$ cat config.mk
export PLATFORM = sky130hd
export DESIGN_NAME = input_source_status_priority
export DESIGN_NICKNAME = d
export VERILOG_FILES = /design/src/inc/src_status_pkg.sv /design/src/hw/alarm_status_cell.sv /design/src/hw/input_source_status_priority.sv
export SDC_FILE = /design/constraint.sdc
export NUM_CORES = 1
export LEC_CHECK = 0
export ABC_CLOCK_PERIOD_IN_PS = 3250
export BUFFER_PORTS_ARGS = -buffer_cell sky130_fd_sc_hd__buf_2
export CAP_MARGIN = 25
export CORE_ASPECT_RATIO = 0.8
export CORE_UTILIZATION = 29
export DETAILED_ROUTE_END_ITERATION = 16
export PLACE_DENSITY = 0.56
export SETUP_SLACK_MARGIN = 0.15
export SYNTH_ARGS = -nofsm -noshare
export SYNTH_HDL_FRONTEND = slang
export SYNTH_HIERARCHICAL = 1
export SYNTH_SLANG_ARGS = --single-unit
$ cat constraint.sdc
create_clock -name clk_sys -period 3.25 [get_ports clk_sys]
set_input_delay 0.325 -clock clk_sys [delete_from_list [all_inputs] [get_ports clk_sys]]
set_output_delay 0.325 -clock clk_sys [all_outputs]
set_load 0.02 [all_outputs]
$ cat src/inc/src_status_pkg.sv
// Package: offsets, reset values and field positions of the input status and priority slice
package src_status_pkg;

    // ************************************************************
    // Register offsets
    // ************************************************************
    localparam logic [7:0] ADDR_VALID_LOWER = 8'h0E;          // Lower validity byte (not held here)
    localparam logic [7:0] ADDR_VALID_UPPER = 8'h0F;          // Upper validity byte
    localparam logic [7:0] ADDR_SE_ALARMS   = 8'h11;          // Single-ended input alarms
    localparam logic [7:0] ADDR_DIFF_ALARMS = 8'h12;          // Differential input alarms
    localparam logic [7:0] ADDR_SBY_ALARMS  = 8'h14;          // Standby input alarms
    localparam logic [7:0] ADDR_DIFF_PRIO   = 8'h0F + 8'h00;  // Unused alias guard
    localparam logic [7:0] ADDR_SE_PRIO     = 8'h19;          // Single-ended priorities

    // ************************************************************
    // Reset values
    // ************************************************************
    localparam logic [7:0] RST_SE_ALARMS    = 8'h22;          // Both activity alarms set
    localparam logic [7:0] RST_DIFF_ALARMS  = 8'h22;          // Same layout as single-ended
    localparam logic [7:0] RST_SBY_ALARMS   = 8'h02;          // Lower position only
    localparam logic [7:0] RST_SE_PRIO      = 8'h32;          // Upper rank 3, lower rank 2
    localparam logic [7:0] RST_VALID_UPPER  = 8'h00;          // Standby invalid at reset

    // ************************************************************
    // Field positions within an alarm register
    // ************************************************************
    localparam int BIT_UP_ACT   = 5;                          // Upper input activity alarm
    localparam int BIT_UP_LOCK  = 4;                          // Upper input phase-lock alarm
    localparam int BIT_LO_ACT   = 1;                          // Lower input activity alarm
    localparam int BIT_LO_LOCK  = 0;                          // Lower input phase-lock alarm
    localparam int BIT_SBY_VAL  = 0;                          // Standby validity bit
    localparam logic [7:0] ALARM_MASK = 8'h33;                // Bits that exist in alarm regs
    localparam logic [7:0] SBY_MASK   = 8'h03;                // Bits that exist for standby
    localparam logic [3:0] RANK_OFF   = 4'h0;                 // Rank that removes an input

endpackage : src_status_pkg

$ cat src/hw/alarm_status_cell.sv
// Module: one input alarm status register with monitor update and test-mode write
`timescale 1ns/1ps
module alarm_status_cell #(
    parameter logic [7:0] RST_VALUE = 8'h00  // Value after reset, already masked
) (
    input  wire logic       clk_sys,    // System clock
    input  wire logic       rst_n,      // Synchronised reset, active low
    input  wire logic [7:0] bit_mask,   // Bits that exist
    input  wire logic       test_mode,  // Test mode enables host writes
    input  wire logic       wr_en,      // Host write to this register
    input  wire logic [7:0] wr_data,    // Host write data
    input  wire logic       up_act,     // Upper input no-activity alarm
    input  wire logic       up_lock,    // Upper input phase-lock alarm
    input  wire logic       lo_act,     // Lower input no-activity alarm
    input  wire logic       lo_lock,    // Lower input phase-lock alarm
    output logic      [7:0] alarm_reg   // Register contents
);

    logic [7:0] mon_value; // Monitor-driven value

    // ************************************************************
    // Monitor image
    // ************************************************************
    always_comb begin
        mon_value = 8'h00;
        mon_value[src_status_pkg::BIT_UP_ACT]  = up_act;   // [RL2]
        mon_value[src_status_pkg::BIT_LO_ACT]  = lo_act;   // [RL2]
        mon_value[src_status_pkg::BIT_UP_LOCK] = up_lock;  // [RL3]
        mon_value[src_status_pkg::BIT_LO_LOCK] = lo_lock;  // [RL3]
    end

    // ************************************************************
    // Register update
    // ************************************************************
    // Monitors own the register; a host write lands only in test mode
    always_ff @(posedge clk_sys or negedge rst_n) begin
        if (!rst_n) begin
            // Idle-input image, so validity cannot flash high after reset
            alarm_reg <= RST_VALUE;
        end else if (test_mode && wr_en) begin
            alarm_reg <= wr_data & bit_mask;              // [RL6]
        end else begin
            alarm_reg <= mon_value & bit_mask;
        end
    end
endmodule : alarm_status_cell

$ cat src/hw/input_source_status_priority.sv
// Module: input status, validity and single-ended priority register slice
`timescale 1ns/1ps
// Overview of operation
// RL1 - Upper validity bit 0 shows standby valid
// RL2 - Bits 5,1 show no-activity alarms
// RL3 - Bits 4,0 show phase-lock alarms
// RL4 - Offset 0x12 reports differential inputs
// RL5 - Offset 0x14 reports standby, lower bits
// RL6 - Alarm registers writable only in test
// RL7 - Four-bit rank; zero removes input
// RL8 - Nonzero differential rank zeroes single-ended rank
// RL9 - Validity clears on either alarm
module input_source_status_priority (
    input  wire logic       clk_sys,        // System clock, 100 MHz
    input  wire logic       rstn,           // Asynchronous reset, active low
    input  wire logic [7:0] reg_addr,       // Register address
    input  wire logic       reg_wr,         // Write strobe
    input  wire logic       reg_rd,         // Read strobe
    input  wire logic [7:0] reg_wdata,      // Write data
    output logic      [7:0] reg_rdata,      // Read data
    input  wire logic       test_mode,      // Device test mode
    input  wire logic [1:0] se_act_alarm,   // Single-ended no-activity, [1]=upper
    input  wire logic [1:0] se_lock_alarm,  // Single-ended phase-lock, [1]=upper
    input  wire logic [1:0] diff_act_alarm, // Differential no-activity, [1]=upper
    input  wire logic [1:0] diff_lock_alarm,// Differential phase-lock, [1]=upper
    input  wire logic       sby_act_alarm,  // Standby no-activity alarm
    input  wire logic       sby_lock_alarm, // Standby phase-lock alarm
    input  wire logic [1:0] diff_rank_set,  // Differential rank written nonzero, [1]=upper
    output logic      [3:0] lower_single_ended_rank, // Lower single-ended rank
    output logic      [3:0] upper_single_ended_rank, // Upper single-ended rank
    output logic      [1:0] se_selectable,  // Rank nonzero, [1]=upper
    output logic            standby_valid   // Standby input valid
);

    // ************************************************************
    // Reset synchroniser
    // ************************************************************
    logic rst_meta_reg; // First stage
    logic rst_n;        // Synchronised reset
    always_ff @(posedge clk_sys or negedge rstn) begin
        if (!rstn) begin
            rst_meta_reg <= 1'b0;
            rst_n        <= 1'b0;
        end else begin
            rst_meta_reg <= 1'b1;
            rst_n        <= rst_meta_reg;
        end
    end

    // ************************************************************
    // Alarm status registers
    // ************************************************************
    logic [7:0] se_alarm_reg;   // Offset 0x11
    logic [7:0] diff_alarm_reg; // Offset 0x12
    logic [7:0] sby_alarm_reg;  // Offset 0x14

    alarm_status_cell #(.RST_VALUE(src_status_pkg::RST_SE_ALARMS)) u_se_alarms (
        .clk_sys   (clk_sys),
        .rst_n     (rst_n),
        .bit_mask  (src_status_pkg::ALARM_MASK),
        .test_mode (test_mode),
        .wr_en     (reg_wr && reg_addr == src_status_pkg::ADDR_SE_ALARMS),
        .wr_data   (reg_wdata),
        .up_act    (se_act_alarm[1]),
        .up_lock   (se_lock_alarm[1]),
        .lo_act    (se_act_alarm[0]),
        .lo_lock   (se_lock_alarm[0]),
        .alarm_reg (se_alarm_reg)
    );

    // Same layout, differential pair
    alarm_status_cell #(.RST_VALUE(src_status_pkg::RST_DIFF_ALARMS)) u_diff_alarms ( // [RL4]
        .clk_sys   (clk_sys),
        .rst_n     (rst_n),
        .bit_mask  (src_status_pkg::ALARM_MASK),
        .test_mode (test_mode),
        .wr_en     (reg_wr && reg_addr == src_status_pkg::ADDR_DIFF_ALARMS),
        .wr_data   (reg_wdata),
        .up_act    (diff_act_alarm[1]),
        .up_lock   (diff_lock_alarm[1]),
        .lo_act    (diff_act_alarm[0]),
        .lo_lock   (diff_lock_alarm[0]),
        .alarm_reg (diff_alarm_reg)
    );

    // Standby occupies only the lower positions
    alarm_status_cell #(.RST_VALUE(src_status_pkg::RST_SBY_ALARMS)) u_sby_alarms ( // [RL5]
        .clk_sys   (clk_sys),
        .rst_n     (rst_n),
        .bit_mask  (src_status_pkg::SBY_MASK),
        .test_mode (test_mode),
        .wr_en     (reg_wr && reg_addr == src_status_pkg::ADDR_SBY_ALARMS),
        .wr_data   (reg_wdata),
        .up_act    (1'b0),
        .up_lock   (1'b0),
        .lo_act    (sby_act_alarm),
        .lo_lock   (sby_lock_alarm),
        .alarm_reg (sby_alarm_reg)
    );

    // ************************************************************
    // Standby validity
    // ************************************************************
    logic [7:0] valid_upper_reg; // Upper validity byte
    // Valid only while neither standby alarm is present
    always_ff @(posedge clk_sys or negedge rst_n) begin
        if (!rst_n) begin
            valid_upper_reg <= src_status_pkg::RST_VALID_UPPER;
        end else begin
            valid_upper_reg <= {7'b000_0000,                      // [RL1]
                !(sby_alarm_reg[src_status_pkg::BIT_LO_ACT]
                  || sby_alarm_reg[src_status_pkg::BIT_LO_LOCK])}; // [RL9]
        end
    end
    assign standby_valid = valid_upper_reg[src_status_pkg::BIT_SBY_VAL];

    // ************************************************************
    // Single-ended priorities
    // ************************************************************
    logic [7:0] se_prio_reg; // Offset 0x19
    logic       prio_wr;     // Host write to priority register
    assign prio_wr = reg_wr && reg_addr == src_status_pkg::ADDR_SE_PRIO;

    // Differential enable overrides the matching rank nibble of a host write in the same cycle
    always_ff @(posedge clk_sys or negedge rst_n) begin
        if (!rst_n) begin
            se_prio_reg <= src_status_pkg::RST_SE_PRIO;
        end else begin
            if (prio_wr) begin
                se_prio_reg <= reg_wdata;                         // [RL7]
            end
            if (diff_rank_set[0]) begin
                se_prio_reg[3:0] <= src_status_pkg::RANK_OFF;     // [RL8]
            end
            if (diff_rank_set[1]) begin
                se_prio_reg[7:4] <= src_status_pkg::RANK_OFF;     // [RL8]
            end
        end
    end

    assign lower_single_ended_rank = se_prio_reg[3:0];
    assign upper_single_ended_rank = se_prio_reg[7:4];
    // Zero rank removes the input from automatic selection
    assign se_selectable = {upper_single_ended_rank != src_status_pkg::RANK_OFF,
                            lower_single_ended_rank != src_status_pkg::RANK_OFF}; // [RL7]

    // ************************************************************
    // Read decode
    // ************************************************************
    // Registered read data; unmapped addresses read zero
    always_ff @(posedge clk_sys or negedge rst_n) begin
        if (!rst_n) begin
            reg_rdata <= 8'h00;
        end else if (reg_rd) begin
            if (reg_addr == src_status_pkg::ADDR_VALID_UPPER) begin
                reg_rdata <= valid_upper_reg;
            end else if (reg_addr == src_status_pkg::ADDR_SE_ALARMS) begin
                reg_rdata <= se_alarm_reg;
            end else if (reg_addr == src_status_pkg::ADDR_DIFF_ALARMS) begin
                reg_rdata <= diff_alarm_reg;
            end else if (reg_addr == src_status_pkg::ADDR_SBY_ALARMS) begin
                reg_rdata <= sby_alarm_reg;
            end else if (reg_addr == src_status_pkg::ADDR_SE_PRIO) begin
                reg_rdata <= se_prio_reg;
            end else begin
                reg_rdata <= 8'h00;
            end
        end
    end
endmodule : input_source_status_priority

==> reports/metrics.yaml <==
drive_above_1_share: 0.263
synth_area_mm2: 0.00202
dieArea_mm2: 0.00731
fp.coreArea_mm2: 0.00657
num_antenna_cells: 0
initial_core_util: 0.308
fin_nets: 317
timing.slew.headroom: 0.476
numCtsBuffers: 5
synthCells: 193
slew_viol_final: 0
period_share: 0.594
clk_pin_slew_ns: 0.09
drtIter0Drc: 83
cts.sinks: 43
period_minus_slack_ns: 1.93
place.gp.congestion: 0.736
synth-seq-cells: 43
yosysUniqueCellTypes: 30
post-cts-setup-buffers: 0
syn2layout_area_growth_pct: 28.3
cp_max_fo: 9
finalSetupViolations: 0
antenna_found_initial: 0
h-tree-depth: 2
multi_input_area_um2: 996
drc: 0
routed_wl_mm: 5.07
ys_seq_area_frac: 0.537
grt_max_degree: 42
grt_pass1_wl_mm: 8.27
die-width_um: 95.4
rsz0062_at_grt: "no"
postSynthAreaPerCell_um2: 10.5
worstPathArrival_ns: 2.10
fin_worst_skew_ns: 0.0107
p_per_area_mw_per_mm2: 376
worst-setup-path-type: "in -> reg"
status: "finished, final reports clean"
required_ns: 3.42
fmax_mhz: 518
via_per_inst: 4.51
ys_warn_count: 6
seq_area_mm2: 0.00109
port-buffer-count: 51
io_pins: 52
cap_violations: 0
vias: 1666
drt_pass1_iterations: 4
cts.root.buffer_cell: "clkbuf_8"
routedWlPerCell_um: 13.7
ir_worst_vdd_v: 0.000156
hpwlAfterDp_mm: 3.92
insertion_delay_ns: 0.29
cts_tree: "built"
final_core_util: 0.395
worst_pin_slew_ns: 0.780
end_kind: "flip-flop"
hold_violations: 0
grt_pass1_vias: 1584
die_y_um: 76.7
num_rows: 26
fill_cells: 692
start_kind: "input port"
overflow: 0
ant_nets: 0
leakage_uw: 0.00129
tns_ns: 0
hp-class: "in -> reg"
clockBufferDepth: 2
grt_use_total: 0.153
==> path summary, 6_finish.rpt <==
path                             startpoint                        to  slack [ns]  depth (start not counted)
setup / recovery                reg_addr[5]  u_se_alarms/alarm_reg[0]        1.32                          6
setup reg to reg             se_prio_reg[5]              reg_rdata[5]        2.07                          3
hold / removal             diff_rank_set[1]            se_prio_reg[5]        0.19                          2
max in group asynchronous             rst_n  u_se_alarms/alarm_reg[5]        2.58                          1
hold reg to reg                       rst_n  u_se_alarms/alarm_reg[2]        0.30                          1
min in group asynchronous             rst_n  u_se_alarms/alarm_reg[2]        0.30                          1
==> timing repair <==
action,4_1_cts,5_1_grt
hold buffers,1,0
resized for setup,0,0
endpoints found under the hold margin,2,0
==> layer usage <==
metal	wire length (µm)	global-route usage	share of wire
met4	28	0.0273	0.0055
met1	2630	0.233	0.52
met3	278	0.0427	0.055
met5	0	0	0
met2	2120	0.216	0.42
==> cells by family after synthesis <==
kind of cell | count (synthesis) | share of synthesized area
simple gates | 77 | 0.220
compound gates | 46 | 0.161
flops | 43 | 0.537
buf+inv | 17 | 0.0390
mux | 8 | 0.0396
other cells | 2 | 0.00371
==> cell usage after synthesis <==
library cell | n | area share
or4_1 | 3 | 0.011
or3_1 | 1 | 0.0031
nand2_1 | 15 | 0.028
nor4_4 | 1 | 0.011
dfrtp_1 | 35 | 0.43
a21oi_1 | 8 | 0.020
nor2_1 | 19 | 0.035
clkbuf_1 | 3 | 0.0056
buf_6 | 2 | 0.011
nor2b_1 | 3 | 0.0093
inv_1 | 10 | 0.019
o21ai_1 | 1 | 0.0025
and3_1 | 13 | 0.040
o32ai_1 | 7 | 0.030
a2bb2oi_1 | 8 | 0.035
mux2i_1 | 8 | 0.040
dfstp_2 | 8 | 0.10
conb_1 | 2 | 0.0037
o21ai_0 | 12 | 0.030
o31ai_1 | 1 | 0.0037
buf_1 | 2 | 0.0037
nor3b_1 | 1 | 0.0037
nand2b_1 | 2 | 0.0062
a22o_1 | 8 | 0.035
and3b_1 | 1 | 0.0043
nand4_1 | 13 | 0.040
o41a_1 | 1 | 0.0056
or3_4 | 1 | 0.0056
nor3b_4 | 1 | 0.0093
and2_4 | 3 | 0.013
==> metrics by stage <==
| stage | hold slack (ns) | power [µW] | setup slack, ns | area [µm²] | std cells |
|---|---|---|---|---|---|
| 2_1_floorplan | 0.0294 | 606 | 1.24 | 2160 | 230 |
| 3_3_place_gp | 0.111 | 651 | 1.09 | 2490 | 360 |
| 3_5_place_dp | 0.113 | 652 | 1.01 | 2490 | 360 |
| 4_1_cts | 0.178 | 989 | 1.32 | 2590 | 369 |
| 5_1_grt | 0.167 | 1030 | 1.24 | 2590 | 369 |
| 6_report | 0.186 | 975 | 1.32 | 2590 | 369 |
==> layout by cell type (no fill, tap or decap), drive strengths merged, types with 2 or more instances in the layout <==
master / count
clkbuf: 5
nand4: 13
nor2b: 3
or4: 3
and3: 13
conb: 39
a21oi: 8
nor3b: 2
o21ai: 13
o32ai: 7
nand2: 15
nor2: 19
buf: 53
dfrtp: 35
inv: 10
nand2b: 2
or3: 2
clkinvlp: 2
dfstp: 8
mux2i: 8
and2: 3
a22o: 8
a2bb2oi: 8
==> cell type report <==
class / instances / area share
clock inverter: 3 / 0.00772
inverter: 10 / 0.0145
timing repair buffer: 54 / 0.108
clock buffer: 5 / 0.0265
tap: 84 / 0.0405
sequential: 43 / 0.419
multi-input combinational: 170 / 0.384
==> power breakdown <==
part | internal [µW] | leakage, µW | total [µW] | switching, µW
Combinational | 31.8 | 0.000696 | 89.9 | 58.1
Sequential | 548 | 0.000557 | 551 | 3.66
Clock | 150 | 0.0000402 | 334 | 184
==> critical path, cell delays in order <==
cell and delay [ns]:
buf_2 0.10, or3_4 0.43, or4_1 0.60, nor2_1 0.30, and2_4 0.24, o21ai_0 0.10
Note: power is estimated with default switching activity, not from simulation.
